File: config.mk
export PLATFORM = sky130hd
export DESIGN_NAME = reliability_supervisor
export DESIGN_NICKNAME = d
export VERILOG_FILES = /design/src/reliability_pkg.sv /design/src/crc_engine.sv /design/src/reliability_supervisor.sv
export SDC_FILE = /design/constraint.sdc
export NUM_CORES = 1
export LEC_CHECK = 0
export BUFFER_PORTS_ARGS = -buffer_cell sky130_fd_sc_hd__buf_4
export CORE_ASPECT_RATIO = 1.75
export CORE_MARGIN = 5
export CORE_UTILIZATION = 35
export DETAILED_ROUTE_END_ITERATION = 8
export GPL_TIMING_DRIVEN = 0
export PLACE_DENSITY_LB_ADDON = 0.2
export SYNTH_ARGS = -nofsm -noshare
export SYNTH_HDL_FRONTEND = slang
export SYNTH_SLANG_ARGS = --single-unit
File: constraint.sdc
create_clock -name pclk -period 7.1 [get_ports pclk]
set_input_delay 1.065 -clock pclk [delete_from_list [all_inputs] [get_ports pclk]]
set_output_delay 1.065 -clock pclk [all_outputs]
set_load 0.005 [all_outputs]
File: src/reliability_pkg.sv
// Constants, field layouts and carrier types for the reliability supervisor.
// Assumes a single 250 MHz register clock; all long times derive from it.
package reliability_pkg;

  // ------
  // Timing
  // ------
  localparam int CLK_PERIOD_NS   = 4;
  localparam int US_NS           = 1000;
  localparam int US_CYCLES       = US_NS / CLK_PERIOD_NS;
  localparam int MS_US           = 1000;
  localparam int MAIN_TIMEOUT_MS = 5000;
  localparam int WARN_LEAD_MS    = 600;
  localparam int INIT_TIMEOUT_MS = 100;

  // ------
  // Backup stack and CRC
  // ------
  localparam int              STACK_DEPTH = 16;
  localparam int              CRC_W       = 12;
  localparam logic [11:0]     CRC12_POLY  = 12'h80F;

  // ------
  // Register offsets (byte addresses)
  // ------
  localparam logic [7:0] OFS_CTRL       = 8'h00;
  localparam logic [7:0] OFS_STATUS     = 8'h04;
  localparam logic [7:0] OFS_STACK_ADDR = 8'h08;
  localparam logic [7:0] OFS_STACK_DATA = 8'h0C;
  localparam logic [7:0] OFS_CRC_WORD   = 8'h10;
  localparam logic [7:0] OFS_WAKE_WIDTH = 8'h14;
  localparam logic [7:0] OFS_THRESH     = 8'h18;
  localparam logic [7:0] OFS_CNT_RX     = 8'h1C;
  localparam logic [7:0] OFS_CNT_CORR   = 8'h20;
  localparam logic [7:0] OFS_CNT_ERR    = 8'h24;

  // Control bits (write-one actions)
  localparam int CTRL_WD_KICK   = 0;
  localparam int CTRL_CRC_CHECK = 1;
  localparam int CTRL_CRC_CALC  = 2;
  localparam int CTRL_COPY_REGS = 3;

  // Status bits
  localparam int STS_CRC_PASS  = 0;
  localparam int STS_CRC_FAIL  = 1;
  localparam int STS_CALC_DONE = 2;
  localparam int STS_WD_WARN   = 3;
  localparam int STS_CRC_BUSY  = 4;
  localparam int STS_MAIN_ARM  = 5;
  localparam int STS_WD_ACTIVE = 6;

  // Reset values
  localparam logic [15:0] WAKE_WIDTH_RST = 16'h03E8;
  localparam logic [7:0]  THR_ERR_RST    = 8'h04;
  localparam logic [7:0]  THR_RETX_RST   = 8'h04;

  // ------
  // Carriers
  // ------
  typedef struct packed {
    logic carrier_ok;
    logic clock_ok;
    logic wake_valid;
    logic start_found;
  } wake_in_t;

  typedef struct packed {
    logic mac_power_on;
    logic mac_started;
    logic xtal_fail;
  } init_in_t;

  typedef struct packed {
    logic       link_up;
    logic       idle;
    logic       header_rx;
    logic       spi_access;
    logic       blk_valid;
    logic [7:0] blk_byte;
    logic       blk_last;
    logic       blk_corrected;
    logic       pkt_end;
    logic [7:0] retx;
  } link_in_t;

  typedef struct packed {
    logic wake_rx_off;
    logic sleep_req;
    logic restart_req;
    logic link_shutdown;
    logic wd_warn_irq;
    logic lq_irq;
    logic blk_ack_valid;
    logic blk_ack_ok;
    logic crc_error;
    logic wd_active;
  } sup_out_t;

  typedef enum logic [1:0] {
    CRC_IDLE = 2'b00,
    CRC_RUN  = 2'b01,
    CRC_EVAL = 2'b10
  } crc_state_t;

endpackage : reliability_pkg

File: src/crc_engine.sv
// Byte-serial CRC register, MSB first, zero initial value.
// Assumes the caller presents one byte per cycle with valid.
`timescale 1ns/100ps
module crc_engine #(
  parameter int          WIDTH = 12,
  parameter logic [11:0] POLY  = 12'h80F
) (
  input  wire logic             pclk,
  input  wire logic             presetn,
  input  wire logic             init,
  input  wire logic             valid,
  input  wire logic [7:0]       data,
  output logic      [WIDTH-1:0] crc
);

  typedef struct packed {
    logic [WIDTH-1:0] crc;
  } crc_st_t;

  crc_st_t st, next_st;

  // Eight shift steps per byte
  function automatic logic [WIDTH-1:0] step(input logic [WIDTH-1:0] c, input logic [7:0] d);
    logic [WIDTH-1:0] r;
    logic             fb;
    r = c;
    for (int i = 7; i >= 0; i--) begin
      fb = r[WIDTH-1] ^ d[i];
      r  = {r[WIDTH-2:0], 1'b0} ^ (fb ? POLY[WIDTH-1:0] : '0);
    end
    return r;
  endfunction : step

  // Init restarts from zero, folding in a byte if one comes with it
  always_comb begin
    next_st = st;
    if (init) begin
      next_st.crc = valid ? step('0, data) : '0;
    end else if (valid) begin
      next_st.crc = step(st.crc, data);
    end
  end

  always_ff @(posedge pclk or negedge presetn) begin
    if (!presetn) begin
      st <= '0;
    end else begin
      st <= next_st;
    end
  end

  assign crc = st.crc;

endmodule : crc_engine

File: src/reliability_supervisor.sv
// Reliability supervisor: three watchdogs, backup stack CRC, link quality.
// Assumes radio-side event inputs are synchronous pulses/levels on pclk
// and an APB master on the register side.
//
// How it works
// - Implant side: wake-up receiver shut off when carrier or its clock is lost.
// - Wake-up receiver shut off if no start pattern within 2.5 packet widths.
// - Crystal failure or MAC start timeout: implant sleeps, base station restarts.
// - Established link terminated after 5 s without any header.
// - Warning interrupt raised 0.6 s before main watchdog shutdown.
// - Software kick restarts the main watchdog count.
// - In idle, serial-interface accesses keep the main watchdog alive.
// - MAC start automatically triggers a CRC check of the backup stack.
// - CRC covers every stack entry and can run whenever powered.
// - Check bit starts verification; pass and fail status report result.
// - Calc bit computes a fresh CRC word; done status set afterwards.
// - Copy-registers bit moves live settings into the backup stack.
// - Stack entries read and written singly through a stack address.
// - Counters for received, corrected and uncorrectable blocks.
// - After each packet, compare errors and retries to thresholds; interrupt.
// - Each block acknowledged or refused automatically from its CRC.
// - Every block checked by its own 12-bit CRC.
// - A watchdog is flagged active except after MAC start with no link, no idle and no wake-up pass running.
`timescale 1ns/100ps
module reliability_supervisor #(
  parameter int US_CYCLES  = reliability_pkg::US_CYCLES,
  parameter int MS_US      = reliability_pkg::MS_US,
  parameter int TIMEOUT_MS = reliability_pkg::MAIN_TIMEOUT_MS,
  parameter int WARN_MS    = reliability_pkg::WARN_LEAD_MS,
  parameter int INIT_MS    = reliability_pkg::INIT_TIMEOUT_MS,
  parameter int DEPTH      = reliability_pkg::STACK_DEPTH
) (
  input  wire logic                          pclk,
  input  wire logic                          presetn,
  input  wire logic                          psel,
  input  wire logic                          penable,
  input  wire logic                          pwrite,
  input  wire logic [7:0]                    paddr,
  input  wire logic [31:0]                   pwdata,
  output logic      [31:0]                   prdata,
  output logic                               pready,
  output logic                               pslverr,
  input  wire logic                          implant_side,
  input  wire reliability_pkg::wake_in_t     wake_in,
  input  wire reliability_pkg::init_in_t     init_in,
  input  wire reliability_pkg::link_in_t     link_in,
  input  wire logic [DEPTH*8-1:0]            live_settings,
  output reliability_pkg::sup_out_t          sup_out
);

  localparam int AW = $clog2(DEPTH);

  // ------
  // State
  // ------
  typedef struct packed {
    logic [7:0]                us_div;
    logic [9:0]                ms_div;
    logic                      wake_busy;
    logic [17:0]               wake_cnt;
    logic                      init_busy;
    logic [15:0]               init_cnt;
    logic [15:0]               main_cnt;
    logic                      warned;
    reliability_pkg::crc_state_t crc_st;
    logic                      crc_op_check;
    logic [AW-1:0]             crc_idx;
    logic                      crc_pass;
    logic                      crc_fail;
    logic                      calc_done;
    logic [11:0]               crc_ref;
    logic [DEPTH-1:0][7:0]     stack;
    logic [AW-1:0]             stack_addr;
    logic [15:0]               wake_width;
    logic [7:0]                thr_err;
    logic [7:0]                thr_retx;
    logic [15:0]               cnt_rx;
    logic [15:0]               cnt_corr;
    logic [15:0]               cnt_err;
    logic [7:0]                pkt_err;
    logic                      blk_first;
    logic                      blk_eval;
    logic                      ack;
    logic [31:0]               rdata;
    logic                      slverr;
    reliability_pkg::sup_out_t out;
  } state_t;

  state_t st, next_st;

  logic [11:0] stack_crc;
  logic [11:0] blk_crc;
  logic        crc_init;
  logic        blk_init;

  // ------
  // CRC engines: one walks the backup stack, one checks incoming blocks
  // ------
  assign crc_init = (st.crc_st == reliability_pkg::CRC_IDLE);
  assign blk_init = st.blk_first;

  crc_engine #(
    .WIDTH (reliability_pkg::CRC_W),
    .POLY  (reliability_pkg::CRC12_POLY)
  ) u_stack_crc (
    .pclk    (pclk),
    .presetn (presetn),
    .init    (crc_init),
    .valid   (st.crc_st == reliability_pkg::CRC_RUN),
    .data    (st.stack[st.crc_idx]),
    .crc     (stack_crc)
  );

  crc_engine #(
    .WIDTH (reliability_pkg::CRC_W),
    .POLY  (reliability_pkg::CRC12_POLY)
  ) u_block_crc (
    .pclk    (pclk),
    .presetn (presetn),
    .init    (blk_init),
    .valid   (link_in.blk_valid),
    .data    (link_in.blk_byte),
    .crc     (blk_crc)
  );

  // ------
  // Next-state logic
  // ------
  always_comb begin
    logic        us_tick;
    logic        ms_tick;
    logic        setup;
    logic        wr_hit;
    logic [7:0]  wctl;
    logic [17:0] wake_limit;
    logic        main_arm;
    logic        main_kick;
    logic        start_chk;
    logic        start_calc;
    logic        clr_cnt;
    logic [31:0] rd;
    logic        hit;

    next_st  = st;
    rd       = '0;
    hit      = 1'b1;
    setup    = psel && !penable;
    wr_hit   = psel && penable && st.ack && pwrite;
    wctl     = (wr_hit && paddr == reliability_pkg::OFS_CTRL) ? pwdata[7:0] : 8'h00;
    clr_cnt  = wr_hit && paddr == reliability_pkg::OFS_CNT_RX;

    // Output pulses last one cycle
    next_st.out.wake_rx_off   = 1'b0;
    next_st.out.sleep_req     = 1'b0;
    next_st.out.restart_req   = 1'b0;
    next_st.out.link_shutdown = 1'b0;
    next_st.out.lq_irq        = 1'b0;
    next_st.out.blk_ack_valid = 1'b0;

    // Microsecond and millisecond enables, one divider chain
    us_tick = (st.us_div == 8'(US_CYCLES - 1));
    ms_tick = us_tick && (st.ms_div == 10'(MS_US - 1));
    next_st.us_div = us_tick ? 8'h00 : st.us_div + 8'h01;
    if (us_tick) begin
      next_st.ms_div = ms_tick ? 10'h000 : st.ms_div + 10'h001;
    end

    // Wake-up watchdog, implant side only
    wake_limit = {1'b0, st.wake_width, 1'b0} + {2'b00, st.wake_width[15:1]};
    if (implant_side && !(wake_in.carrier_ok && wake_in.clock_ok)) begin
      next_st.out.wake_rx_off = 1'b1;
      next_st.wake_busy       = 1'b0;
    end else if (implant_side && wake_in.wake_valid && !st.wake_busy) begin
      next_st.wake_busy = 1'b1;
      next_st.wake_cnt  = '0;
    end else if (st.wake_busy) begin
      if (wake_in.start_found) begin
        next_st.wake_busy = 1'b0;
      end else if (st.wake_cnt > wake_limit) begin
        next_st.out.wake_rx_off = 1'b1;
        next_st.wake_busy       = 1'b0;
      end else if (us_tick) begin
        next_st.wake_cnt = st.wake_cnt + 18'h00001;
      end
    end

    // Initialization watchdog: power-on until the MAC reports started
    if (init_in.mac_started) begin
      next_st.init_busy = 1'b0;
    end else if (init_in.xtal_fail || (st.init_busy && st.init_cnt >= 16'(INIT_MS))) begin
      next_st.init_busy       = 1'b0;
      next_st.out.sleep_req   = implant_side;
      next_st.out.restart_req = !implant_side;
    end else if (init_in.mac_power_on) begin
      next_st.init_busy = 1'b1;
      next_st.init_cnt  = '0;
    end else if (st.init_busy && ms_tick) begin
      next_st.init_cnt = st.init_cnt + 16'h0001;
    end

    // Main watchdog: headers on a link, serial traffic in idle, software kick
    main_arm  = link_in.link_up || link_in.idle;
    main_kick = wctl[reliability_pkg::CTRL_WD_KICK]
              || (link_in.link_up && link_in.header_rx)
              || (link_in.idle && link_in.spi_access);
    if (!main_arm || main_kick) begin
      next_st.main_cnt        = '0;
      next_st.warned          = 1'b0;
      next_st.out.wd_warn_irq = 1'b0;
    end else if (st.main_cnt >= 16'(TIMEOUT_MS)) begin
      next_st.out.link_shutdown = 1'b1;
      next_st.out.sleep_req     = implant_side;
      next_st.out.wd_warn_irq   = 1'b0;
      next_st.main_cnt          = '0;
      next_st.warned            = 1'b0;
    end else begin
      if (ms_tick) begin
        next_st.main_cnt = st.main_cnt + 16'h0001;
      end
      if (!st.warned && st.main_cnt >= 16'(TIMEOUT_MS - WARN_MS)) begin
        next_st.warned          = 1'b1;
        next_st.out.wd_warn_irq = 1'b1;
      end
    end

    // Active while any watchdog runs or the MAC has not yet started
    next_st.out.wd_active = main_arm || next_st.init_busy || next_st.wake_busy
                          || !init_in.mac_started;

    // Backup stack CRC sequencer; a running pass ignores new requests
    start_chk  = wctl[reliability_pkg::CTRL_CRC_CHECK] || init_in.mac_started;
    start_calc = wctl[reliability_pkg::CTRL_CRC_CALC];
    case (st.crc_st)
      reliability_pkg::CRC_IDLE: begin
        if (start_chk || start_calc) begin
          next_st.crc_st       = reliability_pkg::CRC_RUN;
          next_st.crc_op_check = !start_calc;
          next_st.crc_idx      = '0;
          next_st.crc_pass     = 1'b0;
          next_st.crc_fail     = 1'b0;
          next_st.calc_done    = 1'b0;
          next_st.out.crc_error = 1'b0;
        end
      end
      reliability_pkg::CRC_RUN: begin
        next_st.crc_idx = st.crc_idx + AW'(1);
        if (st.crc_idx == AW'(DEPTH - 1)) begin
          next_st.crc_st = reliability_pkg::CRC_EVAL;
        end
      end
      reliability_pkg::CRC_EVAL: begin
        next_st.crc_st = reliability_pkg::CRC_IDLE;
        if (st.crc_op_check) begin
          next_st.crc_pass      = (stack_crc == st.crc_ref);
          next_st.crc_fail      = (stack_crc != st.crc_ref);
          next_st.out.crc_error = (stack_crc != st.crc_ref);
        end else begin
          next_st.crc_ref   = stack_crc;
          next_st.calc_done = 1'b1;
        end
      end
      default: next_st.crc_st = reliability_pkg::CRC_IDLE;
    endcase

    // Copy of live settings; held off while the CRC walks the stack
    if (wctl[reliability_pkg::CTRL_COPY_REGS] && st.crc_st == reliability_pkg::CRC_IDLE) begin
      for (int i = 0; i < DEPTH; i++) begin
        next_st.stack[i] = live_settings[i*8 +: 8];
      end
    end

    // Block check: remainder over data and CRC is zero for a clean block
    if (link_in.blk_valid) begin
      next_st.blk_first = link_in.blk_last;
    end
    next_st.blk_eval = link_in.blk_valid && link_in.blk_last;
    if (clr_cnt) begin
      next_st.cnt_rx   = '0;
      next_st.cnt_corr = '0;
      next_st.cnt_err  = '0;
    end
    // Increments come after the clear so a coinciding event is kept
    if (st.blk_eval) begin
      next_st.out.blk_ack_valid = 1'b1;
      next_st.out.blk_ack_ok    = (blk_crc == 12'h000);
      next_st.cnt_rx = next_st.cnt_rx + 16'h0001;
      if (blk_crc != 12'h000) begin
        next_st.cnt_err = next_st.cnt_err + 16'h0001;
        next_st.pkt_err = (st.pkt_err == 8'hFF) ? st.pkt_err : st.pkt_err + 8'h01;
      end
    end
    if (link_in.blk_corrected) begin
      next_st.cnt_corr = next_st.cnt_corr + 16'h0001;
    end

    // Per-packet quality evaluation
    if (link_in.pkt_end) begin
      next_st.out.lq_irq = (st.pkt_err > st.thr_err)
                         || (link_in.retx > st.thr_retx);
      next_st.pkt_err    = '0;
    end

    // Register reads, latched in the setup cycle
    case (paddr)
      reliability_pkg::OFS_CTRL:       rd = '0;
      reliability_pkg::OFS_STATUS: begin
        rd[reliability_pkg::STS_CRC_PASS]  = st.crc_pass;
        rd[reliability_pkg::STS_CRC_FAIL]  = st.crc_fail;
        rd[reliability_pkg::STS_CALC_DONE] = st.calc_done;
        rd[reliability_pkg::STS_WD_WARN]   = st.warned;
        rd[reliability_pkg::STS_CRC_BUSY]  = (st.crc_st != reliability_pkg::CRC_IDLE);
        rd[reliability_pkg::STS_MAIN_ARM]  = main_arm;
        rd[reliability_pkg::STS_WD_ACTIVE] = st.out.wd_active;
      end
      reliability_pkg::OFS_STACK_ADDR: rd = 32'(st.stack_addr);
      reliability_pkg::OFS_STACK_DATA: rd = {24'h000000, st.stack[st.stack_addr]};
      reliability_pkg::OFS_CRC_WORD:   rd = {20'h00000, st.crc_ref};
      reliability_pkg::OFS_WAKE_WIDTH: rd = {16'h0000, st.wake_width};
      reliability_pkg::OFS_THRESH:     rd = {16'h0000, st.thr_retx, st.thr_err};
      reliability_pkg::OFS_CNT_RX:     rd = {16'h0000, st.cnt_rx};
      reliability_pkg::OFS_CNT_CORR:   rd = {16'h0000, st.cnt_corr};
      reliability_pkg::OFS_CNT_ERR:    rd = {16'h0000, st.cnt_err};
      default:                         hit = 1'b0;
    endcase
    if (setup) begin
      next_st.ack    = 1'b1;
      next_st.rdata  = pwrite ? 32'h00000000 : rd;
      next_st.slverr = !hit;
    end else if (psel && penable && st.ack) begin
      next_st.ack    = 1'b0;
      next_st.slverr = 1'b0;
    end

    // Register writes, taken at the completing access edge
    if (wr_hit) begin
      case (paddr)
        reliability_pkg::OFS_STACK_ADDR: next_st.stack_addr = pwdata[AW-1:0];
        reliability_pkg::OFS_STACK_DATA: begin
          if (st.crc_st == reliability_pkg::CRC_IDLE) begin
            next_st.stack[st.stack_addr] = pwdata[7:0];
          end
        end
        reliability_pkg::OFS_CRC_WORD:   next_st.crc_ref    = pwdata[11:0];
        reliability_pkg::OFS_WAKE_WIDTH: next_st.wake_width = pwdata[15:0];
        reliability_pkg::OFS_THRESH: begin
          next_st.thr_err  = pwdata[7:0];
          next_st.thr_retx = pwdata[15:8];
        end
        default: ;
      endcase
    end
  end

  // ------
  // State register
  // ------
  always_ff @(posedge pclk or negedge presetn) begin
    if (!presetn) begin
      st            <= '0;
      st.crc_st     <= reliability_pkg::CRC_IDLE;
      st.wake_width <= reliability_pkg::WAKE_WIDTH_RST;
      st.thr_err    <= reliability_pkg::THR_ERR_RST;
      st.thr_retx   <= reliability_pkg::THR_RETX_RST;
      st.blk_first  <= 1'b1;
      st.out.wd_active <= 1'b1;
    end else begin
      st <= next_st;
    end
  end

  // ------
  // Outputs
  // ------
  // Zero-wait-state slave: pready is the flop set in the setup cycle
  assign prdata  = st.rdata;
  assign pready  = st.ack;
  assign pslverr = st.slverr && st.ack;
  assign sup_out = st.out;

endmodule : reliability_supervisor

======== Yosys cells after proc, flatten, opt, wreduce, memory -nomap -nowiden ========
Cells that the tools add are included.
storage, ports and cells
  bits in registers ....................... 383
  input port bits ......................... 205
  output and inout port bits .............. 44
  word-level logic and storage cells ...... 344
cells by class
  $add $sub $neg .......................... 11
  order comparisons ....................... 9
  equality and inequality tests ........... 24
  multiplexer cells ....................... 113
  bitwise logic cells ..................... 63
  reductions and logical operators ........ 68
operator list
  operator                                                             number
  two-way mux 12 bit                                                   40
  two-way mux 128 bit                                                  3
  XOR 12 bit                                                           30
  two-way mux 176 bit                                                  1
  bitwise mux 128 bit                                                  1
  two-way mux 16 bit                                                   7
  adder 16 x 1 -> 16 bit, second input constant                        5
  binary-select mux 8 bit (select 4 bit)                               2
  one-hot mux 7 bit (9 select lines)                                   1
  one-hot mux 9 bit (7 select lines)                                   1
  two-way mux 18 bit                                                   3
  two-way mux 24 bit                                                   2
  two-way mux 48 bit                                                   1
  two-way mux 8 bit                                                    6
  two-way mux 19 bit                                                   2
  two-way mux 17 bit                                                   2
  demux 8 bit (select 4 bit)                                           1
  == test 8 x 5 -> 1 bit, second input constant                        4
  greater-or-equal comparator 16 x 13 -> 1 bit, second input constant  2
  two-way mux 32 bit                                                   1
  XOR 1 bit                                                            30
  two-way mux 1 bit                                                    25
  logical AND 1 bit                                                    20
  two-way mux 10 bit                                                   2
  42 further kinds                                                     96

======== Depth between registers and ports, before layout ========
Gate-level depths: netlist of run 1.
  depth after elaboration ................. 28
  gate-level depth with buffers ........... 20
  mapped depth without buffers ............ 19

======== Hierarchy ========
A second synthesis of run 1 with hierarchy kept.
second synthesis, totals
  cell total of the unflattened synthesis .. 2176
  area, all modules ....................... 22044.9 µm²
by module, submodules not included
  module                  instances  cells an instance  area each (µm²)  sequential area each (µm²)
  reliability_supervisor  1          1984               20110.5          8545.7
  crc_engine              2          96                 967.2            300.3

======== Worst setup path after synthesis of run 1 ========
Ideal clock, no wire load.
  path type ............................... register -> register
  start point ............................. reg st[121] (netlist name)
  end point ............................... reg st[335] (netlist name)
  library setup time ...................... 0.132 ns
  arrival time ............................ 4.415 ns
  data required time ...................... 6.968 ns
  setup slack ............................. 2.553 ns
  cell stages (with the launch flop) ...... 21
  path buffers ............................ 1
  clock period less this slack ............ 4.547 ns
  cell sequence ........................... dfstp_2 > ha_1 > a21o_1 > a21oi_1 > nor2b_1 > o21a_1 > o41ai_1 > o21ba_2 > nand2b_1 > a21oi_1 > xor2_1 > ha_1 > a21o_1 > a211o_1 > a21o_1 > a21o_1 > a211oi_2 > clkbuf_1 > nand4_1 > xor2_1 > nor2_1
between the ends
  word-level cells in the longest chain between the ends .. 4
RTL lines
  what                                    line                           RTL
  start, declared                         reliability_supervisor.sv:89   state_t st, next_st;
  start signal, assigned                  reliability_supervisor.sv:367  st <= next_st;
  adder 17 x 15 -> 18 bit                 reliability_supervisor.sv:169  wake_limit = {1'b0, st.wake_width, 1'b0} + {2'b00, st.wake_width[15:1]};
  greater-than comparator 18 bit          reliability_supervisor.sv:179  end else if (st.wake_cnt > wake_limit) begin
  inequality test 2 bit (no source line)  n/a
  AND reduction 5 bit (no source line)    n/a
Every way passes these cells.
A chain may end at the register's enable or synchronous reset.

======== Worst setup path after layout of run 1 ========
Same ends and word-level chain as after synthesis.

==> results.yml, run 1 <==
placed_design:
  hpwlAfterDp_um: 59900
  buffer_ports.inserted: 210
  gp_congestion: 0.971
  detailedPlace.worstSlack_ns: 1.70
clock_network:
  cts.reportedPaths.clkPinSlew_ns: 0.07
  htree_num_levels: 2
  cts_resized: 0
  clkSinkCount: 365
  post_cts_setup_repair_bufs: 0
  tritoncts.num_buffers: 39
  root_buffer: "clkbuf_16"
  tritoncts: "done"
  ctsLongestPathBuffers: 3
  hold_fix_buffers_cts: 0
  clk_latency_ns: 0.55
setup_path:
  worst-endpoint-required_ns: 7.52
  start_kind: "register"
  setup.worst_path.end_class: "register"
  crit_fanout: 10
  critical_path_class: "reg2reg"
  endpoint_arrival_time_on_the_critical_path_ns: 5.84
sta:
  maxClockFrequency_ghz: 0.184
  setup_slack_ns: 1.68
  layout_worst_path_cycle_share_pct: 76.4
  setup_total_negative_slack_ns: 0
  final-max-slew-violation-count: 0
  worst_slew_pin_slew_ns: 1.34
  grt_setup_unrepaired: "no"
  final_hold_fails: 0
  setup_viol: 0
  slew-limit-headroom_pct: 10.4
  skew_ns: 0.0224
  final_critical_period_ns: 5.42
grt:
  initial_antenna_violation_count: 0
  grt_start_max_net_pins: 115
  first_global_vias: 18669
  global_route_wire_length_before_repair_um: 115000
  grt.total_usage_pct: 22.8
  globalRoute.totalOverflow: 0
pwr:
  ir_drop_v: 0.000180
  leakage_nw: 11.2
  power-per-cell-area_mw_per_mm2: 240
final_layout:
  seqCellArea_mm2: 0.00915
  multi_input_area_mm2: 0.0113
  design.final.nets: 2753
  layout_cells_sized_above_1_pct: 17.4
  syn_to_final_growth_pct: 18.7
  final.fill_count: 5980
  count_of_inserted_antenna_diode_cells: 0
routing:
  dr_total_vias: 18401
  drt-wirelength-per-cell_um: 23.3
  vias_per_cell: 5.58
  ant_nets: 0
  first_pass_iters: 7
  wl_um: 77000
  initialDrtViolationCount: 1401
  remaining_drc_errors: 0
logic_synthesis:
  synth_cell_types: 68
  syn_avg_cell_area_um2: 9.62
  post_synth_instance_area_mm2: 0.0213
  synth_ff_type: "dfrtp_1"
  yosysWarningCount: 0
  yosysSeqAreaShare_pct: 42.9
  async_reset_ff_share_pct: 100
  synth_area_leader_cell: "dfrtp_1"
  synth.ff_latch_count: 365
  synth.most_common_cell: "nand2_1"
  ys_top_cells_by_area: "dfrtp_1, mux4_2, nand2_1, mux2i_1, nor2_1"
  post_synth_most_frequent_cells: "nand2_1, dfrtp_1, nor2_1"
  synth-edff-count: 0
  count_of_mapped_cells_out_of_synthesis: 2214
  yosys.area.top_type_share_pct: 41.7
floorplanning:
  die_height_um: 336
  fp-row-count: 119
  io_pins: 249
  initial_utilization_pct: 35.3
  fp.dieArea_mm2: 0.0661
  core_area_mm2: 0.0603
  die_w_um: 196
min_path:
  timing.hold.worst.class: "in2async"
status:
  run_status: "finished, final reports clean"
flow_run:
  drv.max_cap_violation_count: 0
[cells in the final DEF, fill, tap and decap left out, types with 64 or more instances in the layout]
| cell type | count |
|---|---|
| a21oi_1 | 81 |
| dfrtp_1 | 355 |
| nor2_1 | 229 |
| xor2_1 | 95 |
| a31oi_1 | 86 |
| mux2i_1 | 86 |
| nand2_1 | 357 |
| mux4_2 | 64 |
| buf_4 | 252 |
| clkbuf_1 | 101 |
| o21ai_0 | 100 |
[flip-flops by register name, summed over array words and instances (netlist names)]
name,flops
st,315
blk_init,1
prdata,16
sup_out,8
u_block_crc.crc,12
pready,1
u_stack_crc.crc,12
[critical path, stage by stage, from the launching register on]
cell,delay [ns]
dfstp_2,0.62
ha_1,0.26
a21o_1,0.16
a21oi_1,0.21
nor2b_1,0.08
o21a_1,0.19
o41ai_1,0.57
o21ba_2,0.24
nand2b_1,0.06
a21oi_1,0.17
xor2_1,0.21
ha_1,0.28
a21o_1,0.18
a211o_1,0.29
a21o_1,0.18
a21o_1,0.19
a211oi_2,0.54
clkbuf_1,0.43
nand4_1,0.19
xor2_1,0.18
nor2_1,0.06
[final timing paths]
kind | startpoint | cells past startpoint | endpoint | slack, ns
min | presetn | 1 | st[320] | 0.41
min reg2reg | prdata[4] | 2 | prdata[4] | 0.49
min in group pclk | prdata[4] | 2 | prdata[4] | 0.49
max reg2reg | st[121] | 20 | st[335] | 1.68
max in group asynchronous | presetn | 3 | u_block_crc.crc[8] | 5.23
max | st[121] | 20 | st[335] | 1.68
[cells by family (layout without fill, tap and decap cells)]
logic type	after synthesis	in the layout	synth area share, %
compound gates	407	407	11.7
xor+xnor	151	151	6.44
fa+ha+maj	62	62	3.68
buf+inv	206	486	4.58
flops	365	365	42.9
mux	182	182	13.0
other cells	1	19	0.0176
simple gates	840	840	17.7
[cell type report]
class,count,area share (%)
buffer,163,3.22
inverter,43,0.638
timing repair buffer,213,6.59
clock buffer,53,4.55
tap,786,3.89
sequential,365,36.2
clock inverter,14,0.435
multi-input combinational,1661,44.5
[where the power goes]
group          switching (mW)  leakage [nW]  total (mW)  internal (mW)
clock network           0.900         0.622        2.07           1.17
registers               0.209          4.88        2.45           2.24
logic                   0.857          5.66        1.55          0.693
[per-stage QoR]
| stage | power [mW] | utilization, % | instance area (µm²) | std cells | hold slack (ns) |
|---|---|---|---|---|---|
| after floorplan | 3.51 | - | 21400 | 2232 | 0.424 |
| after global placement | 3.99 | 39.7 | 23900 | 3228 | 0.465 |
| after detailed placement | 4.04 | 39.8 | 24000 | 3231 | 0.477 |
| after CTS | 6.13 | 41.9 | 25300 | 3298 | 0.394 |
| after global routing | 6.36 | 41.9 | 25300 | 3298 | 0.420 |
| final | 6.07 | 41.9 | 25300 | 3298 | 0.409 |
[layer usage]
layer	up-vias	global-route usage, %	routed length (µm)
met5	-	0	0
met4	0	13.9	5820
met3	223	2.86	4080
met2	750	40.0	38300
met1	9066	26.3	28800
li1	8362	-	-
No activity file was read; power rests on OpenSTA's default activity.
==> run 2: changes to the inputs <==
==> constraint.sdc (replaced) <==
create_clock -name pclk -period 4.8 [get_ports pclk]
set_input_delay 0.72 -clock pclk [delete_from_list [all_inputs] [get_ports pclk]]
set_output_delay 0.72 -clock pclk [all_outputs]
set_load 0.005 [all_outputs]
==> run 2 against run 1 <==
- clock skew decreased by 0.0016 ns
- maximum frequency increased by 19%
- count of clock-buffer cells in the layout unchanged
- die area unchanged
- first-iteration DRC count increased by 2.4%
- critical path depth unchanged
- sequential cell count unchanged
- setup slack got worse by 1.4 ns
- total power increased by 48%
- largest cell class unchanged
- largest power group unchanged
- highest routed layer unchanged
==> results.yml, run 2 (same netlist as run 1, synthesis figures left out) <==
floorplanning:
  io_pins: 249
  die_w_um: 196
  fp-row-count: 119
  fp.dieArea_mm2: 0.0661
  initial_utilization_pct: 35.3
  die_height_um: 336
  core_area_mm2: 0.0603
setup_path:
  regToRegSetupSlack_ns: 0.26
  critical_path_class: "reg2reg"
  setup.worst_path.end_class: "register"
  start_kind: "register"
  endpoint_arrival_time_on_the_critical_path_ns: 4.96
  worst-endpoint-required_ns: 5.22
  crit_fanout: 10
routing:
  remaining_drc_errors: 0
  drt-wirelength-per-cell_um: 23.3
  wl_um: 77000
  vias_per_cell: 5.56
  ant_nets: 0
  dr_total_vias: 18365
  first_pass_iters: 8
  initialDrtViolationCount: 1435
clock_network:
  tritoncts: "done"
  cts.reportedPaths.clkPinSlew_ns: 0.07
  ctsLongestPathBuffers: 3
  hold_fix_buffers_cts: 0
  tritoncts.num_buffers: 39
  clk_latency_ns: 0.55
  root_buffer: "clkbuf_16"
  clkSinkCount: 365
  htree_num_levels: 2
placed_design:
  place.detailed.instances: 3231
  buffer_ports.inserted: 210
  hpwlAfterDp_um: 59900
  gp_congestion: 0.971
pwr:
  power-per-cell-area_mw_per_mm2: 354
  clock_power_share_pct: 34.1
  power.combinational.fraction_pct: 25.6
  ir_drop_v: 0.000268
  finalPower_mw: 8.97
  leakage_nw: 11.2
  swShare_pct: 32.4
  internal_power_mw: 6.07
  net-switching-power_mw: 2.90
  power.sequential.fraction_pct: 40.3
final_layout:
  mostFrequentLayoutCells: "nand2_1, dfrtp_1, buf_4"
  final_common_cell: "nand2_1"
  top_register: "st"
  post_layout_nonfiller_instances: 3301
  largest_reg_flops: 315
  layout_cells_sized_above_1_pct: 17.9
  design.final.nets: 2756
  count_of_inserted_antenna_diode_cells: 0
  syn_to_final_growth_pct: 19.1
sta:
  setup_viol: 0
  grt_setup_unrepaired: "no"
  layout_worst_path_cycle_share_pct: 94.6
  final_hold_fails: 0
  final-max-slew-violation-count: 0
  maxClockFrequency_ghz: 0.220
  final_critical_period_ns: 4.54
  slew-limit-headroom_pct: 10.7
  worst_slew_pin_slew_ns: 1.33
  skew_ns: 0.0208
min_path:
  timing.hold.worst.class: "in2async"
grt:
  first_global_vias: 18689
  globalRoute.totalOverflow: 0
  grt.total_usage_pct: 22.8
  grt_start_max_net_pins: 115
  global_route_wire_length_before_repair_um: 115000
  initial_antenna_violation_count: 0
flow_run:
  drv.max_cap_violation_count: 0
status:
  run_status: "finished, final reports clean"
[run 2: layout make-up]
cell class,instances,area (µm²)
buffer,163,821
clock buffer,53,1150
clock inverter,14,110
fill,5966,34900
inverter,43,161
multi-input combinational,1661,11300
sequential,365,9150
tap,786,983
timing repair buffer,216,1690
[run 2: metal layers]
metal	GRT usage (%)	share of wire, %
met1	26.3	37
met2	40.0	50
met3	2.86	5.6
met4	13.9	7.3
met5	0	0
[run 2: final timing paths]
path / to / from / cells after the start
worst max register to register: st[335] / st[119] / 20
worst min register to register: st[278] / st[278] / 1
worst min-delay path: st[320] / presetn / 1
max in group asynchronous: u_block_crc.crc[2] / presetn / 3
min in group pclk: sup_out[7] / implant_side / 2
worst max-delay path: st[335] / st[119] / 20
[run 2: worst max-delay path: stages (launching register included)]
cell and delay, ns:
dfrtp_2 0.48, ha_1 0.31, a21o_1 0.16, a21oi_1 0.21, nor2b_1 0.08, o21a_1 0.22
o41ai_4 0.37, o21ba_2 0.20, nand2b_1 0.06, a21oi_1 0.17, xor2_1 0.23, ha_1 0.28
a21o_1 0.18, a211o_1 0.29, a21o_1 0.18, a21o_1 0.21, a211oi_4 0.26, buf_6 0.18
nand4_1 0.11, xor2_1 0.18, nor2_1 0.06
[run 2: power by group through the flow]
stage / Clock, mW / Combinational, mW / Sequential (mW)
after global placement: 0 / 2.23 / 3.67
after global routing: 3.26 / 2.52 / 3.64
after floorplan: 0 / 1.65 / 3.54
after CTS: 3.15 / 2.31 / 3.62
final: 3.06 / 2.30 / 3.62
after detailed placement: 0 / 2.30 / 3.67
[run 2: per-stage QoR]
stage	setup TNS, ns	utilization [%]	cell area [µm²]	worst slack, ns	hold WS [ns]
floorplan	0	-	21400	0.253	0.424
global placement	-231.30	39.7	23900	-0.725	0.465
detailed placement	-7.46	39.8	24000	-0.599	0.477
CTS	0	42.0	25300	0.0477	0.0487
global route	0	42.1	25400	0.0123	0.0752
finish	0	42.1	25400	0.257	0.0642
[run 2: timing repair]
action | 4_1_cts | 5_1_grt
setup buffers | 1 | 2
setup endpoints to repair | 20 | 20
gates cloned | 0 | 0
pin swaps | 1 | 5
resized for setup | 4 | 12
